$ cat config.mk
export PLATFORM = sky130hd
export DESIGN_NAME = pfs_top
export DESIGN_NICKNAME = d
export VERILOG_FILES = /design/src/verilog/pfs_pkg.sv /design/src/verilog/pfs_ind.sv /design/src/verilog/pfs_top.sv
export SDC_FILE = /design/constraint.sdc
export NUM_CORES = 1
export LEC_CHECK = 0
export BUFFER_PORTS_ARGS = -buffer_cell sky130_fd_sc_hd__buf_2
export CAP_MARGIN = 10
export CORE_MARGIN = 5
export CORE_UTILIZATION = 48
export DETAILED_ROUTE_END_ITERATION = 10
export MAX_ROUTING_LAYER = met4
export PLACE_DENSITY = 0.88
export REMOVE_ABC_BUFFERS = 1
export SYNTH_ARGS = -nofsm -noshare
export SYNTH_HDL_FRONTEND = slang
export SYNTH_SLANG_ARGS = --single-unit
export TNS_END_PERCENT = 5
$ cat constraint.sdc
create_clock -name REF_CLK -period 4 [get_ports REF_CLK]
set_input_delay 0.4 -clock REF_CLK [delete_from_list [all_inputs] [get_ports REF_CLK]]
set_output_delay 0.4 -clock REF_CLK [all_outputs]
set_load 0.02 [all_outputs]
$ cat src/verilog/pfs_pkg.sv
// Purpose: Constants for the protection function switch logic
// Assumes: AHB-Lite register access, 32-bit data, 40 MHz REF_CLK
// Notes: Offsets and reset values are named here once
package pfs_pkg;
   // Register byte offsets
   localparam logic [7:0] PFS_OFF_FUNC = 8'h00;
   localparam logic [7:0] PFS_OFF_CHAR = 8'h04;
   localparam logic [7:0] PFS_OFF_STAT = 8'h08;
   localparam logic [7:0] PFS_OFF_RST = 8'h0C;
   localparam logic [7:0] PFS_OFF_STG = 8'h10;
   // Reset values: all switches cleared, characteristic code zero
   localparam logic [7:0] PFS_FUNC_RST = 8'h00;
   localparam logic [2:0] PFS_CHAR_RST = 3'h0;
   // Function switch bit positions (switch n sits in bit n-1)
   localparam int PFS_B_HOLD0 = 0;
   localparam int PFS_B_HPDIS = 4;
   localparam int PFS_B_HEDIS = 5;
   localparam int PFS_B_AR1EN = 6;
   localparam int PFS_B_AR3SEL = 7;
   // Stage indices: low phase, high phase, low earth, high earth
   localparam int PFS_STG_LP = 0;
   localparam int PFS_STG_HP = 1;
   localparam int PFS_STG_LE = 2;
   localparam int PFS_STG_HE = 3;
   // Characteristic codes
   typedef enum logic [2:0] {
      PFS_CH_DT = 3'b000,
      PFS_CH_EI = 3'b001,
      PFS_CH_VI = 3'b010,
      PFS_CH_NI = 3'b011,
      PFS_CH_LTI = 3'b100,
      PFS_CH_RI = 3'b101,
      PFS_CH_RX = 3'b110,
      PFS_CH_UNUSED = 3'b111
   } pfs_char_t;
   // AHB transfer type
   localparam logic [1:0] PFS_HTRANS_NONSEQ = 2'h2;
endpackage

$ cat src/verilog/pfs_ind.sv
// Purpose: Start indication for one protection stage
// Assumes: Start input is already synchronised to REF_CLK
// Notes: Hold mode keeps the flag until a manual reset pulse
module pfs_ind (
   input wire logic clk,
   input wire logic arst_n,
   input wire logic start,
   input wire logic hold_mode,
   input wire logic man_rst,
   output logic ind
);
   logic ind_r;
   logic ind_nxt;
   // Start wins over reset so an event is never lost
   assign ind_nxt = start ? 1'b1 :
                    (hold_mode ? (ind_r & ~man_rst) : 1'b0);
   always_ff @(posedge clk or negedge arst_n) begin
      if (!arst_n) begin
         ind_r <= 1'b0;
      end else begin
         ind_r <= ind_nxt;
      end
   end
   assign ind = ind_r;
endmodule

$ cat src/verilog/pfs_top.sv
// Purpose: Applies function switches to overcurrent and earth stages
// Assumes: Stage starts arrive from outside the clock domain
// Notes: Registers reached over AHB-Lite, zero wait states
// How it works
// - Characteristic code all ones is treated as long-time inverse.
// - Characteristic switches reset to zero.
// - Cleared hold switch: start indication follows the fault and self clears.
// - Hold switch set: indication stays until manual reset; bits 0..3 per stage.
// - Switch five set disables the high-set phase stage, display dashes.
// - Switch six set disables the high-set earth stage, display dashes.
// - Switch seven set drives high-set phase start to first reclose output.
// - First reclose output and third signal output always equal.
// - Switch seven clear keeps high-set phase start off both outputs.
// - Switch eight picks low or high earth start for third reclose output.
// - Function switches reset to zero.
module pfs_top (
   input wire logic REF_CLK,
   input wire logic ARST_N,
   input wire logic HSEL,
   input wire logic [31:0] HADDR,
   input wire logic [1:0] HTRANS,
   input wire logic HWRITE,
   input wire logic [2:0] HSIZE,
   input wire logic [31:0] HWDATA,
   input wire logic HREADY,
   output logic [31:0] HRDATA,
   output logic HREADYOUT,
   output logic HRESP,
   input wire logic [3:0] STAGE_START,
   output logic [3:0] START_IND,
   output logic [1:0] STAGE_ACTIVE,
   output logic [1:0] DISPLAY_DASHES,
   output logic [2:0] DEPENDENT_TIME_MODE,
   output logic RECLOSE_OUTPUT_FIRST,
   output logic RECLOSE_OUTPUT_THIRD,
   output logic SIGNAL_OUTPUT_THIRD
);
   import pfs_pkg::*;

   logic [7:0] func_r;
   logic [7:0] func_nxt;
   logic [2:0] char_r;
   logic [2:0] char_nxt;
   logic [3:0] start_s1_r;
   logic [3:0] start_s2_r;
   logic [3:0] ind_w;
   logic [3:0] man_rst_r;
   logic [3:0] man_rst_nxt;
   logic wr_pend_r;
   logic [7:0] wr_addr_r;
   logic [31:0] rdata_r;
   logic [31:0] rdata_nxt;
   logic [3:0] ind_r;
   logic [1:0] act_r;
   logic [1:0] dash_r;
   logic [2:0] mode_r;
   logic ar1_r;
   logic ar3_r;
   logic ss3_r;

   // Maps the unused all-ones code onto long-time inverse
   function automatic logic [2:0] eff_char(input logic [2:0] code);
      eff_char = (code == PFS_CH_UNUSED) ? PFS_CH_LTI : code;
   endfunction

   // Bus decode
   wire addr_ph = HSEL & HREADY & HTRANS[1];
   wire wr_ph = addr_ph & HWRITE;
   wire rd_ph = addr_ph & ~HWRITE;
   wire wr_func = wr_pend_r & (wr_addr_r == PFS_OFF_FUNC);
   wire wr_char = wr_pend_r & (wr_addr_r == PFS_OFF_CHAR);
   wire wr_rst = wr_pend_r & (wr_addr_r == PFS_OFF_RST);

   // Register next values
   assign func_nxt = wr_func ? HWDATA[7:0] : func_r;
   assign char_nxt = wr_char ? HWDATA[2:0] : char_r;
   assign man_rst_nxt = wr_rst ? HWDATA[3:0] : 4'h0;

   // Stage enables: high-set stages drop out when their switch is set
   wire hp_en = ~func_r[PFS_B_HPDIS];
   wire he_en = ~func_r[PFS_B_HEDIS];
   wire [3:0] stage_en = {he_en, 1'b1, hp_en, 1'b1};
   wire [3:0] start_q = start_s2_r & stage_en;

   // Read mux, decoded in the address phase so that the registered
   // word stands during the zero-wait data phase; unmapped reads zero
   always_comb begin
      rdata_nxt = 32'h0000_0000;
      if (rd_ph) begin
         case (HADDR[7:0])
            PFS_OFF_FUNC: rdata_nxt = {24'h00_0000, func_r};
            PFS_OFF_CHAR: rdata_nxt = {29'h0, char_r};
            PFS_OFF_STAT: rdata_nxt = {28'h0, ind_r};
            PFS_OFF_STG: rdata_nxt = {28'h0, start_q};
            default: rdata_nxt = 32'h0000_0000;
         endcase
      end
   end

   // Routing of starts to reclose and signal outputs
   wire ar1_nxt = func_r[PFS_B_AR1EN] & start_q[PFS_STG_HP];
   wire ar3_nxt = func_r[PFS_B_AR3SEL] ? start_q[PFS_STG_HE]
                                       : start_q[PFS_STG_LE];

   // Per-stage start indication; hold bits are the low four switches
   genvar g;
   generate
      for (g = 0; g < 4; g++) begin : g_ind
         pfs_ind u_ind (
            .clk(REF_CLK),
            .arst_n(ARST_N),
            .start(start_q[g]),
            .hold_mode(func_r[PFS_B_HOLD0 + g]),
            .man_rst(man_rst_r[g]),
            .ind(ind_w[g])
         );
      end
   endgenerate

   // Start input synchroniser
   always_ff @(posedge REF_CLK or negedge ARST_N) begin
      if (!ARST_N) begin
         start_s1_r <= 4'h0;
         start_s2_r <= 4'h0;
      end else begin
         start_s1_r <= STAGE_START;
         start_s2_r <= start_s1_r;
      end
   end

   // Switch registers, cleared on reset
   always_ff @(posedge REF_CLK or negedge ARST_N) begin
      if (!ARST_N) begin
         func_r <= PFS_FUNC_RST;
         char_r <= PFS_CHAR_RST;
         man_rst_r <= 4'h0;
      end else begin
         func_r <= func_nxt;
         char_r <= char_nxt;
         man_rst_r <= man_rst_nxt;
      end
   end

   // Bus phase tracking
   always_ff @(posedge REF_CLK or negedge ARST_N) begin
      if (!ARST_N) begin
         wr_pend_r <= 1'b0;
         wr_addr_r <= 8'h00;
         rdata_r <= 32'h0000_0000;
      end else begin
         wr_pend_r <= wr_ph;
         if (wr_ph) begin
            wr_addr_r <= HADDR[7:0];
         end
         rdata_r <= rdata_nxt;
      end
   end

   // Registered outputs follow switch changes in one cycle, START_IND in two
   always_ff @(posedge REF_CLK or negedge ARST_N) begin
      if (!ARST_N) begin
         ind_r <= 4'h0;
         act_r <= 2'h3;
         dash_r <= 2'h0;
         mode_r <= PFS_CH_DT;
         ar1_r <= 1'b0;
         ar3_r <= 1'b0;
         ss3_r <= 1'b0;
      end else begin
         ind_r <= ind_w;
         act_r <= {he_en, hp_en};
         dash_r <= {~he_en, ~hp_en};
         mode_r <= eff_char(char_r);
         ar1_r <= ar1_nxt;
         ar3_r <= ar3_nxt;
         ss3_r <= ar1_nxt;
      end
   end

   assign START_IND = ind_r;
   assign STAGE_ACTIVE = act_r;
   assign DISPLAY_DASHES = dash_r;
   assign DEPENDENT_TIME_MODE = mode_r;
   assign RECLOSE_OUTPUT_FIRST = ar1_r;
   assign RECLOSE_OUTPUT_THIRD = ar3_r;
   assign SIGNAL_OUTPUT_THIRD = ss3_r;
   assign HRDATA = rdata_r;
   assign HREADYOUT = 1'b1;
   assign HRESP = 1'b0;
endmodule

# == Word level (Yosys, flattened, before mapping) ==
# Index checks and enable logic that the tools add are counted.
# op_classes
addsub,0
multipliers,0
n_div,0
magnitude_cmp,0
eq_ne,6
shifts,0
mux,13
n_bitwise,20
n_reduce_logical,2
# op_table
operator,count
2-to-1 mux 32 bit,1
case mux 8 bit (4 select lines),1
equality test 8 x 3 -> 1 bit (second input constant),2
equality test 8 x 4 -> 1 bit (second input constant),2
zero test 8 bit,2
AND 1 bit,12
2-to-1 mux 1 bit,9
equality test 8 x 5 -> 1 bit (second input constant),1
NOT 1 bit,7
AND 4 bit,1
2-to-1 mux 4 bit,1
equality test 3 bit (second input constant),1
2-to-1 mux 3 bit,1
# word_totals
regBits,81
latchBits,0
ram_bits,0
rom_bits,0
inputBits,78
out_inout_bits,48
wordCells,59
n_memories,0

# == Logic depth before layout (Yosys ltp) ==
# logic_depth
ltp_word,4
depth_mapped,4
ltp_nobuf,3

# == Modules after synthesis ==
# From an unflattened synthesis, not the netlist that was laid out.
# hier_totals
cells_unflattened,174
area_unflattened_um2,2290.9
# by_module_without_submodules
module,instances,cells_each,area_per_inst_um2,seq_area_each_um2
pfs_top,1,162,2145.8,1328.8
pfs_ind,4,3,36.3,25.0

# == Worst setup path before layout ==
# OpenSTA, ideal clock, no wires.
# synth_path
kind,flip-flop to flip-flop
from,reg wr_addr_r[1]
to,reg func_r[0]
setup_time_ps,125
t_arrival_ps,1308
required_ps,3875
path_slack_ps,2567
stages_incl_launch_ff,5
n_path_buf,1
period_less_slack_ps,1433
cell_sequence,dfrtp_1 > nor4_4 > and3_1 > buf_6 > mux2_2
# synth_between
elab_chain_len,2
# synth_rtl
item,line_no,text
"start, declared",pfs_top.sv:50,logic [7:0] wr_addr_r;
"start signal, assigned",pfs_top.sv:153,wr_addr_r <= HADDR[7:0];
zero test 8 bit,pfs_top.sv:70,wire wr_func = wr_pend_r & (wr_addr_r == PFS_OFF_FUNC);
AND 1 bit,pfs_top.sv:70,
"end signal, assigned",pfs_top.sv:138,func_r <= func_nxt;
"end, declared",pfs_top.sv:40,logic [7:0] func_r;
# Every way passes these cells.
# A chain may end at the register's enable or synchronous reset.

# == Final worst setup path ==
# layout_path
from,reg wr_addr_r[1]
to,reg func_r[6]
# Same word-level chain as after synthesis.

==> run metrics <==
worst setup path endpoint=func_r[6]$_DFFE_PN0P_; Mean Syn Cell Area=13.2 sq um; die outline height=80.2 um; Detail Route met2 WL=2140 um; post_cts resized=0; Setup TNS=0 ps; antenna fix cells=0; min-delay worst type=primary input to flip-flop; flop2flop setup slack=2260 ps; gr ovfl total=0; CP Class=flip-flop to flip-flop; area delta synth->final=15.9%; clk buf depth=2; Yosys reg bits=57; initial antenna violation count=0; worst vdd ir=0.192 mV; vias in the first global route=1455; Met3 Routed Length=286 um; Final min period=1740 ps; worst hold stages=1; Die Width=80.2 um; Worst Path Arrival=1950 ps; Max-Slew Margin vs Limit=0.552; number of flops mapped to enable cells by yosys=0; crit share post-route=0.434; GP Congestion=0.780; global-route wire length before repair=6880 um; count of final hold-check violations=0; Starting Density=0.497; Initial DRT Pass Iterations=4; Overall Global Routing Usage=0.149; final setup vio count=0; H-tree levels=3; critical path launch point type=flip-flop; top-count cell post-synth=dfrtp_1; cts bufs inserted=9; Vias/cell=4.64; sequential element share of the synthesized area=0.604; root buffer cell=clkbuf_8; CP startpoint=wr_addr_r[1]$_DFFE_PN0P_; Top-Level Pins=126; Post-Synthesis Cells=179; share of layout cells above drive strength 1=0.400; r2r worst-path depth=3; Placed Cells=286; CP delay by family, top=simple AND/OR/NAND/NOR gates; r2r startpoint=wr_addr_r[1]$_DFFE_PN0P_; via count=1400; slowest cell on the critical path=and3_1; CTS tree=yes; crit path max fanout=8; Initial DRC Count=109; FP Rows=25; status=finished, final reports clean; post-CTS setup buffer count=0; Clk Latency, worst-skew pair=330 ps; Cell variety after synth=33; Synth area leaders=dfrtp_1 (58%), mux2_2 (11%), buf_4 (8.6%); Post-Synthesis Cell Area=0.00236 sq mm; Sink Count=57; fillers=406; pwr/cell area=486 mW/mm^2; WP depth=3; hold_buf cts=0; Layout Cells excl Fill=302; FMAX=0.576 GHz; die area=0.00643 sq mm; Post-DRT Antenna Nets=0; worst path cell trace=nor4_4, and3_1, mux2_2; post-synth top area share=0.582; M1 WL=1670 um; unrepaired setup endpoints after global routing=false; area leader, netlist=dfrtp_1; clock transition at the registers of the reported paths=60 ps; Slew @ Worst Pin=671 ps; max-slew violations=0; Critical R2R Capture=func_r[6]$_DFFE_PN0P_; Max-Cap Viols=0; routed wire length=4170 um; main flop type after synthesis=dfrtp_1; post-DP HPWL=3040 um; Buf/Inv on CP=0; WL/cell=13.8 um; Pleak=0.00138 uW; Critical Path Max Stage Delay=510 ps; largest net degree at the start of global routing=58; Commonest cells post-synth=dfrtp_1 (55), buf_4 (27), mux2_2 (23); Core Area=0.00475 sq mm; Final Skew=5.76 ps; # DRC=0; Async S/R FF share, synth=1.00; Nets=308; Port-buffer cells=47; Critical Path RT=4210 ps; synth warn=0; CP Capture Type=flip-flop; Top Layer Used=met4
cell type report:
class / count / area, sq um / area share
flip-flops and latches: 57 / 1430 / 0.521
multi-input cells: 103 / 752 / 0.274
repair buffers: 48 / 243 / 0.0885
clock buffers: 14 / 183 / 0.0666
well taps: 67 / 83.8 / 0.0306
inverters: 11 / 41.3 / 0.0151
clock inverters: 2 / 10.0 / 0.00365
logic make-up (layout without fill, tap and decap cells):
| logic type | count (synthesis) | after routing | synth area share |
|---|---|---|---|
| multiplexers | 24 | 24 | 0.114 |
| buffers and inverters | 43 | 75 | 0.116 |
| other | 2 | 26 | 0.00318 |
| flip-flops | 57 | 57 | 0.604 |
| AO/OA/AOI/OAI | 15 | 15 | 0.0471 |
| AND/OR/NAND/NOR | 38 | 38 | 0.116 |
worst min path at each step:
| stage | slack (ps) | startpoint | endpoint |
|---|---|---|---|
| after floorplan | 100 | ARST_N | DEPENDENT_TIME_MODE[0]$_DFF_PN0_ |
| after global placement | 330 | start_s1_r[0]$_DFF_PN0_ | start_s2_r[0]$_DFF_PN0_ |
| after detailed placement | 330 | start_s1_r[2]$_DFF_PN0_ | start_s2_r[2]$_DFF_PN0_ |
| after CTS | 160 | STAGE_START[0] | start_s1_r[0]$_DFF_PN0_ |
| after global routing | 150 | STAGE_START[1] | start_s1_r[1]$_DFF_PN0_ |
| final | 170 | STAGE_START[0] | start_s1_r[0]$_DFF_PN0_ |
cells in the final DEF (no fill, tap or decap):
cell / synthesis / routed
a21boi_0: 2 / 2
a21oi_1: 4 / 4
a2bb2oi_1: 1 / 1
a31o_2: 3 / 3
a32o_1: 1 / 1
and2_1: 4 / 4
and3_1: 2 / 2
and3b_1: 5 / 5
and4_1: 1 / 1
and4b_1: 1 / 1
buf_2: 3 / 47
buf_4: 27 / 1
clkbuf_1: 1 / 1
clkbuf_8: 0 / 13
clkinv_2: 0 / 2
conb_1: 2 / 26
dfrtp_1: 55 / 55
dfstp_2: 2 / 2
inv_1: 11 / 11
mux2_2: 23 / 23
mux2i_1: 1 / 1
nand2_1: 1 / 1
nand3_1: 4 / 4
nand4_1: 1 / 1
nand4b_1: 1 / 1
nor2_1: 8 / 8
nor2b_1: 2 / 2
nor3_1: 2 / 2
nor3b_1: 1 / 1
nor4_2: 1 / 1
nor4_4: 2 / 2
nor4bb_1: 2 / 2
o2111ai_1: 1 / 1
o211ai_1: 3 / 3
layer usage:
| metal | GRT usage | up-vias |
|---|---|---|
| met3 | 0.0516 | 8 |
| met5 | - | - |
| li1 | - | 667 |
| met1 | 0.163 | 679 |
| met4 | 0.0845 | 0 |
| met2 | 0.237 | 46 |
worst register-to-register path: cells and delay by family (launching register included):
kind             cells  cell delay, ps
flip-flops           1             400
multiplexers         1             390
AND/OR/NAND/NOR      2             840
sequential cells by signal, indices dropped and copies added (netlist names):
register              flops
HRDATA                    8
STAGE_ACTIVE              2
RECLOSE_OUTPUT_FIRST      1
wr_pend_r                 1
START_IND                 4
start_s2_r                4
man_rst_r                 4
DEPENDENT_TIME_MODE       3
DISPLAY_DASHES            2
start_s1_r                4
char_r                    3
func_r                    8
g_ind.u_ind.ind           4
wr_addr_r                 8
RECLOSE_OUTPUT_THIRD      1
metrics by stage:
| stage | hold slack [ps] | instance area [sq um] | setup WS [ps] | utilization | power [uW] |
|---|---|---|---|---|---|
| after floorplan | 104 | 2220 | 2500 | - | 781 |
| after global placement | 332 | 2550 | 2300 | 0.536 | 841 |
| after detailed placement | 335 | 2550 | 2260 | 0.536 | 849 |
| after CTS | 156 | 2740 | 2250 | 0.577 | 1350 |
| after global routing | 151 | 2740 | 2170 | 0.577 | 1400 |
| final | 174 | 2740 | 2260 | 0.577 | 1330 |
power breakdown:
| group | leakage (uW) | internal (uW) | switching (uW) | total [uW] |
|---|---|---|---|---|
| clock | 0.000102 | 290 | 204 | 494 |
| sequential | 0.000717 | 637 | 38.7 | 675 |
| combinational | 0.000566 | 67.2 | 95.0 | 162 |
| total | 0.00138 | 994 | 337 | 1330 |
Power figures use the tool's default switching activity.
